$ cat config.mk
export PLATFORM = sky130hd
export DESIGN_NAME = uvi_ctrl
export DESIGN_NICKNAME = d
export VERILOG_FILES = /design/src/hdl/uvi_ctrl_pkg.sv /design/src/hdl/trim_store.sv /design/src/hdl/uvi_ctrl.sv
export VERILOG_INCLUDE_DIRS = /design/src /design/src/hdl
export SDC_FILE = /design/constraint.sdc
export NUM_CORES = 1
export LEC_CHECK = 0
export BUFFER_PORTS_ARGS = -buffer_cell sky130_fd_sc_hd__clkbuf_2
export CAP_MARGIN = 20
export CORE_UTILIZATION = 60
export DETAILED_ROUTE_END_ITERATION = 8
export GPL_TIMING_DRIVEN = 1
export PLACE_DENSITY_LB_ADDON = 0.15
export SYNTH_ARGS = -nofsm -noshare
export SYNTH_HDL_FRONTEND = slang
export SYNTH_SLANG_ARGS = --single-unit
$ cat constraint.sdc
create_clock -name i_clk -period 4.2 [get_ports i_clk]
set_clock_uncertainty 0.2 [all_clocks]
set_input_delay 0.63 -clock i_clk [delete_from_list [all_inputs] [get_ports i_clk]]
set_output_delay 0.63 -clock i_clk [all_outputs]
set_load 0.02 [all_outputs]
$ cat src/hdl/uvi_ctrl_cfg.svh
// Address map, field positions, reset values and timing counts of the UV index control block.
`ifndef UVI_CTRL_CFG_SVH
`define UVI_CTRL_CFG_SVH
`define ADDR_MEAS_CTRL 7'h20
`define ADDR_BOOT_CTRL 7'h21
`define ADDR_PIN_CTRL 7'h22
`define ADDR_IRQ_CFG 7'h23
`define ADDR_IRQ_FLAGS 7'h24
`define ADDR_THRESH 7'h25
`define ADDR_STATUS 7'h27
`define ADDR_RESULT 7'h28
`define MASK_MEAS_CTRL 8'h03
`define MASK_BOOT_CTRL 8'h99
`define MASK_PIN_CTRL 8'hc3
`define MASK_IRQ_CFG 8'h0f
`define RST_BYTE 8'h00
`define BIT_RATE_SEL 0
`define BIT_HOLD 1
`define BIT_ONE_SHOT 0
`define BIT_THREE_WIRE 3
`define BIT_TWO_WIRE_OFF 4
`define BIT_RELOAD 7
`define BIT_SRC_LO 0
`define BIT_SRC_HI 1
`define BIT_DRIVE 6
`define BIT_POL 7
`define BIT_HI_EN 0
`define BIT_LO_EN 1
`define BIT_LATCH 2
`define BIT_CIRCUIT 3
`define BIT_IRQ_ACTIVE 2
`define CLK_PERIOD_NS 5
`define RATE_PERIOD_NS 1000000000
`define RATE_CYCLES (`RATE_PERIOD_NS / `CLK_PERIOD_NS)
`define TRIM_WORDS 8
`endif

$ cat src/hdl/uvi_ctrl_pkg.sv
// Types shared by the UV index control block.
package uvi_ctrl_pkg;
  typedef logic [7:0] byte_t;
  typedef logic [6:0] reg_addr_t;
  typedef enum logic [3:0] {
    ST_IDLE = 4'b0001,
    ST_MEAS = 4'b0010,
    ST_BOOT_WAIT = 4'b0100,
    ST_BOOT_COPY = 4'b1000
  } seq_state_e;
  typedef enum logic [1:0] {
    SRC_READY = 2'b00,
    SRC_HIGH = 2'b01,
    SRC_LOW = 2'b10,
    SRC_EITHER = 2'b11
  } irq_src_e;
endpackage

$ cat src/hdl/trim_store.sv
// Nonvolatile trimming store with a registered read port.
`timescale 1ns/1ps
module trim_store #(
  parameter int WORDS = 8,
  parameter int AW = 3
) (
  input wire logic i_clk, // System clock.
  input wire logic [AW-1:0] i_addr, // Word to read.
  output logic [7:0] o_data // Word read, one cycle later.
);
  // Factory contents are fixed constants of this model; the values are arbitrary.
  function automatic logic [7:0] trim_word(input logic [AW-1:0] idx);
    trim_word = 8'h80 ^ 8'(idx);
  endfunction

  // Registered read.
  always_ff @(posedge i_clk) begin
    o_data <= trim_word(i_addr);
  end
endmodule

$ cat src/hdl/uvi_ctrl.sv
// Control, status and interrupt register set of the UV index sensor.
`timescale 1ns/1ps
`include "uvi_ctrl_cfg.svh"

// Functional notes
// - Hold output while previous result is unread.
// - Rate select samples continuously at 1 Hz.
// - Both mode bits zero means power down.
// - Reload copies trimming words, then self-clears.
// - Reload acts after one sampling period.
// - Two-wire disable bit turns I2C off.
// - Three-wire select picks SPI pin arrangement.
// - One-shot measures once, then self-clears.
// - Polarity bit sets interrupt pin level.
// - Drive bit picks push-pull or open drain.
// - Source select routes event to pin.
// - Circuit enable gates threshold events.
// - Latch bit makes event flags sticky.
// - Low event when value below threshold.
// - High event when value above threshold.
// - Flags register reports active, low, high.
// - Eight-bit threshold for event comparison.
// - Ready flag sets on sample, clears on read.
// - Result register holds latest index byte.
// - Data ready can drive interrupt pin.
module uvi_ctrl #(
  parameter int RATE_CYCLES = `RATE_CYCLES,
  parameter int TRIM_WORDS = `TRIM_WORDS
) (
  input wire logic i_clk, // 200 MHz clock.
  input wire logic i_rstn, // Synchronous reset, active low.
  input wire uvi_ctrl_pkg::reg_addr_t i_reg_addr, // Register address.
  input wire logic i_reg_wr, // Write strobe.
  input wire logic i_reg_rd, // Read strobe.
  input wire uvi_ctrl_pkg::byte_t i_reg_wdata, // Write data.
  output uvi_ctrl_pkg::byte_t o_reg_rdata, // Read data, one cycle after strobe.
  output logic o_acq_start, // Pulse starting one acquisition.
  input wire logic i_acq_done, // Acquisition finished.
  input wire uvi_ctrl_pkg::byte_t i_acq_value, // Measured index.
  output logic o_power_down, // Sensor in power down.
  output logic o_i2c_enable, // Two-wire interface enabled.
  output logic o_spi_three_wire, // SPI shares one data pin.
  output logic o_cal_we, // Calibration register write.
  output logic [$clog2(TRIM_WORDS)-1:0] o_cal_addr, // Calibration register index.
  output uvi_ctrl_pkg::byte_t o_cal_data, // Calibration value.
  output logic o_int_out, // Interrupt pin output level.
  output logic o_int_oe // Interrupt pin output enable.
);
  import uvi_ctrl_pkg::*;

  localparam int AW = $clog2(TRIM_WORDS);
  localparam logic [31:0] RATE_LAST = 32'(RATE_CYCLES - 1);
  localparam logic [AW-1:0] TRIM_LAST = AW'(TRIM_WORDS - 1);

  // ----------------------------------------------------------------
  // Registers and decode
  // ----------------------------------------------------------------
  byte_t meas_ctrl_q, boot_ctrl_q, pin_ctrl_q, irq_cfg_q, thresh_q, result_q, pend_val_q;
  logic ready_q, pend_q, hi_flag_q, lo_flag_q;
  seq_state_e state_q;
  logic [31:0] rate_cnt_q, wait_cnt_q;
  logic [AW-1:0] rd_idx_q;
  logic [AW-1:0] data_idx_q; // Index of the word now on the store's read port.
  logic rd_pend_q;
  byte_t trim_data;

  function automatic logic hit(input reg_addr_t a, input reg_addr_t r);
    hit = (a == r);
  endfunction

  logic wr_boot, rd_result, rd_flags, rate_tick, acq_end, copy_last, load_now, int_src;
  byte_t load_val;
  assign wr_boot = i_reg_wr && hit(i_reg_addr, `ADDR_BOOT_CTRL);
  assign rd_result = i_reg_rd && hit(i_reg_addr, `ADDR_RESULT);
  assign rd_flags = i_reg_rd && hit(i_reg_addr, `ADDR_IRQ_FLAGS);
  assign rate_tick = meas_ctrl_q[`BIT_RATE_SEL] && (rate_cnt_q == RATE_LAST);
  assign acq_end = (state_q == ST_MEAS) && i_acq_done;
  assign copy_last = (state_q == ST_BOOT_COPY) && rd_pend_q && (data_idx_q == TRIM_LAST);

  // Writable registers; reserved bits are masked so they always read zero.
  always_ff @(posedge i_clk) begin
    if (!i_rstn) begin
      meas_ctrl_q <= `RST_BYTE;
      pin_ctrl_q <= `RST_BYTE;
      irq_cfg_q <= `RST_BYTE;
      thresh_q <= `RST_BYTE;
    end else if (i_reg_wr) begin
      if (hit(i_reg_addr, `ADDR_MEAS_CTRL)) meas_ctrl_q <= i_reg_wdata & `MASK_MEAS_CTRL;
      if (hit(i_reg_addr, `ADDR_PIN_CTRL)) pin_ctrl_q <= i_reg_wdata & `MASK_PIN_CTRL;
      if (hit(i_reg_addr, `ADDR_IRQ_CFG)) irq_cfg_q <= i_reg_wdata & `MASK_IRQ_CFG;
      if (hit(i_reg_addr, `ADDR_THRESH)) thresh_q <= i_reg_wdata;
    end
  end

  // Reload and one-shot bits self-clear; a host write in the same cycle wins.
  always_ff @(posedge i_clk) begin
    if (!i_rstn) begin
      boot_ctrl_q <= `RST_BYTE;
    end else if (wr_boot) begin
      boot_ctrl_q <= i_reg_wdata & `MASK_BOOT_CTRL;
    end else begin
      if (copy_last) boot_ctrl_q[`BIT_RELOAD] <= 1'b0;
      if (acq_end) boot_ctrl_q[`BIT_ONE_SHOT] <= 1'b0;
    end
  end

  // Registered read port; unmapped addresses read zero.
  always_ff @(posedge i_clk) begin
    if (!i_rstn) begin
      o_reg_rdata <= `RST_BYTE;
    end else if (i_reg_rd) begin
      unique case (i_reg_addr)
        `ADDR_MEAS_CTRL: o_reg_rdata <= meas_ctrl_q;
        `ADDR_BOOT_CTRL: o_reg_rdata <= boot_ctrl_q;
        `ADDR_PIN_CTRL: o_reg_rdata <= pin_ctrl_q;
        `ADDR_IRQ_CFG: o_reg_rdata <= irq_cfg_q;
        `ADDR_IRQ_FLAGS: o_reg_rdata <= {5'h00, hi_flag_q | lo_flag_q, lo_flag_q, hi_flag_q};
        `ADDR_THRESH: o_reg_rdata <= thresh_q;
        `ADDR_STATUS: o_reg_rdata <= {7'h00, ready_q};
        `ADDR_RESULT: o_reg_rdata <= result_q;
        default: o_reg_rdata <= `RST_BYTE;
      endcase
    end
  end

  // ----------------------------------------------------------------
  // Sequencer
  // ----------------------------------------------------------------
  // Sampling-rate divider, running only while rate select is set; the reload delay counts on its own wait counter.
  always_ff @(posedge i_clk) begin
    if (!i_rstn || !meas_ctrl_q[`BIT_RATE_SEL] || rate_tick) rate_cnt_q <= 32'h0;
    else rate_cnt_q <= rate_cnt_q + 32'h1;
  end

  // Mode sequencer: reload first, then periodic or single conversions.
  always_ff @(posedge i_clk) begin
    if (!i_rstn) begin
      state_q <= ST_IDLE;
      o_acq_start <= 1'b0;
      wait_cnt_q <= 32'h0;
    end else begin
      o_acq_start <= 1'b0;
      unique case (state_q)
        ST_IDLE: begin
          wait_cnt_q <= 32'h0;
          if (boot_ctrl_q[`BIT_RELOAD]) begin
            state_q <= ST_BOOT_WAIT;
          end else if (meas_ctrl_q[`BIT_RATE_SEL]) begin
            if (rate_tick) begin
              state_q <= ST_MEAS;
              o_acq_start <= 1'b1;
            end
          end else if (boot_ctrl_q[`BIT_ONE_SHOT]) begin
            state_q <= ST_MEAS;
            o_acq_start <= 1'b1;
          end
        end
        ST_MEAS: if (i_acq_done) state_q <= ST_IDLE;
        ST_BOOT_WAIT: begin
          wait_cnt_q <= wait_cnt_q + 32'h1;
          if (wait_cnt_q == RATE_LAST) state_q <= ST_BOOT_COPY;
        end
        ST_BOOT_COPY: if (copy_last) state_q <= ST_IDLE;
        default: state_q <= ST_IDLE;
      endcase
    end
  end

  always_ff @(posedge i_clk) begin
    if (!i_rstn) o_power_down <= 1'b1;
    else o_power_down <= !meas_ctrl_q[`BIT_RATE_SEL] && !boot_ctrl_q[`BIT_ONE_SHOT];
  end

  always_ff @(posedge i_clk) begin
    if (!i_rstn) begin
      o_i2c_enable <= 1'b1;
      o_spi_three_wire <= 1'b0;
    end else begin
      o_i2c_enable <= !boot_ctrl_q[`BIT_TWO_WIRE_OFF];
      o_spi_three_wire <= boot_ctrl_q[`BIT_THREE_WIRE];
    end
  end

  // ----------------------------------------------------------------
  // Trimming reload
  // ----------------------------------------------------------------
  trim_store #(.WORDS(TRIM_WORDS), .AW(AW)) u_trim (
    .i_clk(i_clk),
    .i_addr(rd_idx_q),
    .o_data(trim_data)
  );

  always_ff @(posedge i_clk) begin
    if (!i_rstn || state_q != ST_BOOT_COPY) begin
      rd_idx_q <= '0;
      data_idx_q <= '0;
      rd_pend_q <= 1'b0;
      o_cal_we <= 1'b0;
      o_cal_addr <= '0;
      o_cal_data <= `RST_BYTE;
    end else begin
      // The store answers one cycle late, so the index is delayed to stay paired with its word.
      rd_pend_q <= 1'b1;
      data_idx_q <= rd_idx_q;
      o_cal_we <= rd_pend_q;
      o_cal_addr <= data_idx_q;
      o_cal_data <= trim_data;
      if (rd_idx_q != TRIM_LAST) rd_idx_q <= rd_idx_q + AW'(1);
    end
  end

  // ----------------------------------------------------------------
  // Result, ready flag and threshold events
  // ----------------------------------------------------------------
  // hold new result while unread.
  assign load_now = (acq_end && !(meas_ctrl_q[`BIT_HOLD] && ready_q)) || (pend_q && !ready_q);
  assign load_val = (pend_q && !ready_q) ? pend_val_q : i_acq_value;

  // Result register with one pending slot for block update.
  always_ff @(posedge i_clk) begin
    if (!i_rstn) begin
      result_q <= `RST_BYTE;
      pend_val_q <= `RST_BYTE;
      pend_q <= 1'b0;
    end else begin
      if (load_now) result_q <= load_val;
      if (acq_end && meas_ctrl_q[`BIT_HOLD] && ready_q) begin
        pend_q <= 1'b1;
        pend_val_q <= i_acq_value;
      end else if (pend_q && !ready_q) begin
        pend_q <= 1'b0;
      end
    end
  end

  // ready set wins over read clear.
  always_ff @(posedge i_clk) begin
    if (!i_rstn) ready_q <= 1'b0;
    else if (load_now) ready_q <= 1'b1;
    else if (rd_result) ready_q <= 1'b0;
  end

  always_ff @(posedge i_clk) begin
    if (!i_rstn) begin
      hi_flag_q <= 1'b0;
      lo_flag_q <= 1'b0;
    end else if (acq_end && irq_cfg_q[`BIT_CIRCUIT]) begin
      if (irq_cfg_q[`BIT_LATCH]) begin
        hi_flag_q <= (hi_flag_q & ~rd_flags) | (irq_cfg_q[`BIT_HI_EN] && i_acq_value > thresh_q);
        lo_flag_q <= (lo_flag_q & ~rd_flags) | (irq_cfg_q[`BIT_LO_EN] && i_acq_value < thresh_q);
      end else begin
        hi_flag_q <= irq_cfg_q[`BIT_HI_EN] && i_acq_value > thresh_q;
        lo_flag_q <= irq_cfg_q[`BIT_LO_EN] && i_acq_value < thresh_q;
      end
    end else if (rd_flags && irq_cfg_q[`BIT_LATCH]) begin
      hi_flag_q <= 1'b0;
      lo_flag_q <= 1'b0;
    end
  end

  // ----------------------------------------------------------------
  // Interrupt pin
  // ----------------------------------------------------------------
  // source routing.
  always_comb begin
    unique case (irq_src_e'(pin_ctrl_q[`BIT_SRC_HI:`BIT_SRC_LO]))
      SRC_READY: int_src = ready_q;
      SRC_HIGH: int_src = hi_flag_q;
      SRC_LOW: int_src = lo_flag_q;
      SRC_EITHER: int_src = hi_flag_q | lo_flag_q;
    endcase
  end

  always_ff @(posedge i_clk) begin
    if (!i_rstn) begin
      o_int_out <= 1'b0;
      o_int_oe <= 1'b1;
    end else if (pin_ctrl_q[`BIT_DRIVE]) begin
      o_int_out <= 1'b0;
      o_int_oe <= !(int_src ^ pin_ctrl_q[`BIT_POL]);
    end else begin
      o_int_out <= int_src ^ pin_ctrl_q[`BIT_POL];
      o_int_oe <= 1'b1;
    end
  end
endmodule

==> out/metrics.cfg <==
[drt]
routed_wirelength_mm=15.2
drcViolationCount=0
ant_nets=0
viasPerCell=6.26
routedWlPerCell_um=16.5
vias=5751
dr.pass1.iters=5
drt_iter0_markers=484

[sta]
hold_violations=0
max_slew.worst_pin.slew_ns=1.10
maxSlewViolCount=0
fmax_mhz=379
hold_ws_ns=0.157
report.final.setup_viol=0
rsz0062_at_grt=no
period_minus_slack_ns=2.64
relSlewSlack_pct=26.5
setup_tns_ns=0
fin_crit_sh_pct=62.8

[clock_network]
insertion_delay_ns=0.53
holdBufCountCts=0
clock_sinks=141
cts_made_buffers=17
cts_max_level=4
post_cts_buffers=0
cts_tree=yes
clock-root-buffer=clkbuf_8
clockBufferDepth=2
cts_resized=0
clkTransAtPathRegs_ns=0.06

[die]
initial_core_util_pct=62.6
die_w_um=106
fp-row-count=37
core_area_um2=10400
die-area_um2=11300
dieHeight_um=106
ios=54

[logic_synthesis]
syn_inst=745
synth.area.top_cells=dfxtp_1 43%, mux2i_1 5.1%, nor2_1 4.4%
synth_top_area_share_pct=43.3
async_flop_share_pct=0
syn_avg_cell_area_um2=8.75
synth_edf_count=0
yosys_warnings=0
synth-seq-cells=141
ys_seq_area_share_pct=43.3
netlist_area_um2=6520
ys.flop_type=dfxtp_1
yosysTopAreaCell=dfxtp_1
synthDistinctLibCells=63

[worst_setup_path]
cpPeakStageDelay_ns=0.75
crit_path_start=rate_cnt_q[9]$_SDFF_PP0_
startpoint_type=register
cp.arrival_ns=2.82
crit_required_ns=4.38
crit_path_end_kind=register
cp_max_fo=22
crit_path_top_delay_cell=o21ai_2
worstReg2RegStart=rate_cnt_q[9]$_SDFF_PP0_
crit_type=register to register
path_cells=nor4_1 -> nand4_1 -> or3_1 -> o21ai_2 -> nor2_1

[pwr]
powerDensity_nw_per_um2=383
p_sw_share_pct=21.8
internal_power_mw=2.18
combPwrFrac_pct=2.7
p_leak_nw=2.70
p_sw_mw=0.609
p_clk_share_pct=49.4
seqPwrFrac_pct=47.9
ir_drop_v=0.000267

[min_path]
hold_start=i_reg_wdata[4]
hold_class=input pin to register

[finish]
mostFrequentLayoutCell=dfxtp_1
final_util_pct=70.0
finish.net_count=810
insertedDiodeCount=0
final_cell_mix=141 x dfxtp_1, 76 x nor2_1, 64 x nand2_1
layout-drive-gt1-share_pct=12.0
area_delta_synth_final_pct=11.9
n_fill_cell=856

[global_routing]
grtUsageMet2_pct=44.3
antenna_found_initial=0
grt_max_degree=60
top_usage_layer=met2
track_usage_pct=27.9
grt_pass1_wl_mm=24.8
grtUsageMet3_pct=6.13
grt_pass1_vias=5195
use_met1_pct=36.6
grt_overflow=0

[place]
dp_hpwl_mm=10.5
portBuffers=49
gp_congestion=0.906

[run_status]
status=finished, final reports clean

[job]
cap_violations=0

synthesized netlist by cell type (all sizes together), types with 12 or more instances:
| cell | number |
|---|---|
| nand2 | 64 |
| mux2i | 33 |
| nand4 | 27 |
| nor4 | 12 |
| dfxtp | 141 |
| clkbuf | 32 |
| nand3 | 50 |
| o21ai | 20 |
| nor2 | 76 |
| and3 | 31 |
| ha | 12 |
| inv | 18 |
| buf | 17 |
| xnor2 | 16 |
| a21oi | 40 |
worst max-delay path: cells and delay by family, from the launching register on:
| kind | cells | cell delay (ns) |
|---|---|---|
| and+or+nand+nor | 4 | 1.20 |
| AOI/OAI and AO/OA | 1 | 0.75 |
| DFF | 1 | 0.35 |
worst paths after layout:
| kind | end | slack, ns | depth (start not counted) |
|---|---|---|---|
| max | rate_cnt_q[2]$_SDFF_PP0_ | 1.56 | 5 |
| min | boot_ctrl_q[4]$_SDFFE_PN0P_ | 0.16 | 3 |
| max reg2reg | rate_cnt_q[2]$_SDFF_PP0_ | 1.56 | 5 |
| min reg2reg | u_trim.o_data[2]$_DFF_P_ | 0.19 | 0 |
kinds of logic (layout without fill, tap and decap cells):
family / count (synthesis) / in the layout / synth area share (%)
multiplexers: 39 / 39 / 6.10
other: 1 / 4 / 0.0575
flip-flops: 141 / 141 / 43.3
AND/OR/NAND/NOR: 330 / 330 / 27.0
adder cells (fa/ha/maj): 12 / 12 / 2.30
AO/OA/AOI/OAI: 130 / 130 / 13.4
XOR/XNOR: 25 / 25 / 3.36
buffers and inverters: 67 / 102 / 4.47
final cells by class:
cell class,count,area [µm²],share of cell area (%)
multi-input cells,540,3410,46.8
inverters,18,67.6,0.926
repair buffers,52,268,3.67
clock inverters,12,95.1,1.30
clock buffers,20,455,6.24
well taps,136,170,2.33
flip-flops and latches,141,2820,38.7
state kept, by name, indices dropped and copies added (netlist names), 8 cells and up:
name,flops
result_q,8
wait_cnt_q,32
thresh_q,8
o_reg_rdata,8
pend_val_q,8
rate_cnt_q,32
routing by layer:
metal  wire length [µm]  share of wire, %
met5                  0                 0
met4                316               2.1
met3                999               6.6
met2               7170                47
met1               6700                44
power groups by stage:
| stage | logic (mW) | registers (mW) | clock network (mW) |
|---|---|---|---|
| after floorplan | 0.0473 | 1.37 | 0 |
| final | 0.0754 | 1.34 | 1.38 |
| after detailed placement | 0.0742 | 1.37 | 0 |
| after CTS | 0.0746 | 1.34 | 1.40 |
| after global routing | 0.0827 | 1.34 | 1.46 |
| after global placement | 0.0723 | 1.37 | 0 |
per-stage QoR:
stage | instances | area [µm²] | power [mW] | setup slack, ns
after global placement | 887 | 6740 | 1.44 | 1.52
after detailed placement | 887 | 6740 | 1.44 | 1.37
after global routing | 919 | 7290 | 2.88 | 1.39
after floorplan | 748 | 6530 | 1.42 | 2.10
final | 919 | 7290 | 2.79 | 1.56
after CTS | 919 | 7290 | 2.81 | 1.60
Note: power is estimated with default switching activity, not from simulation.
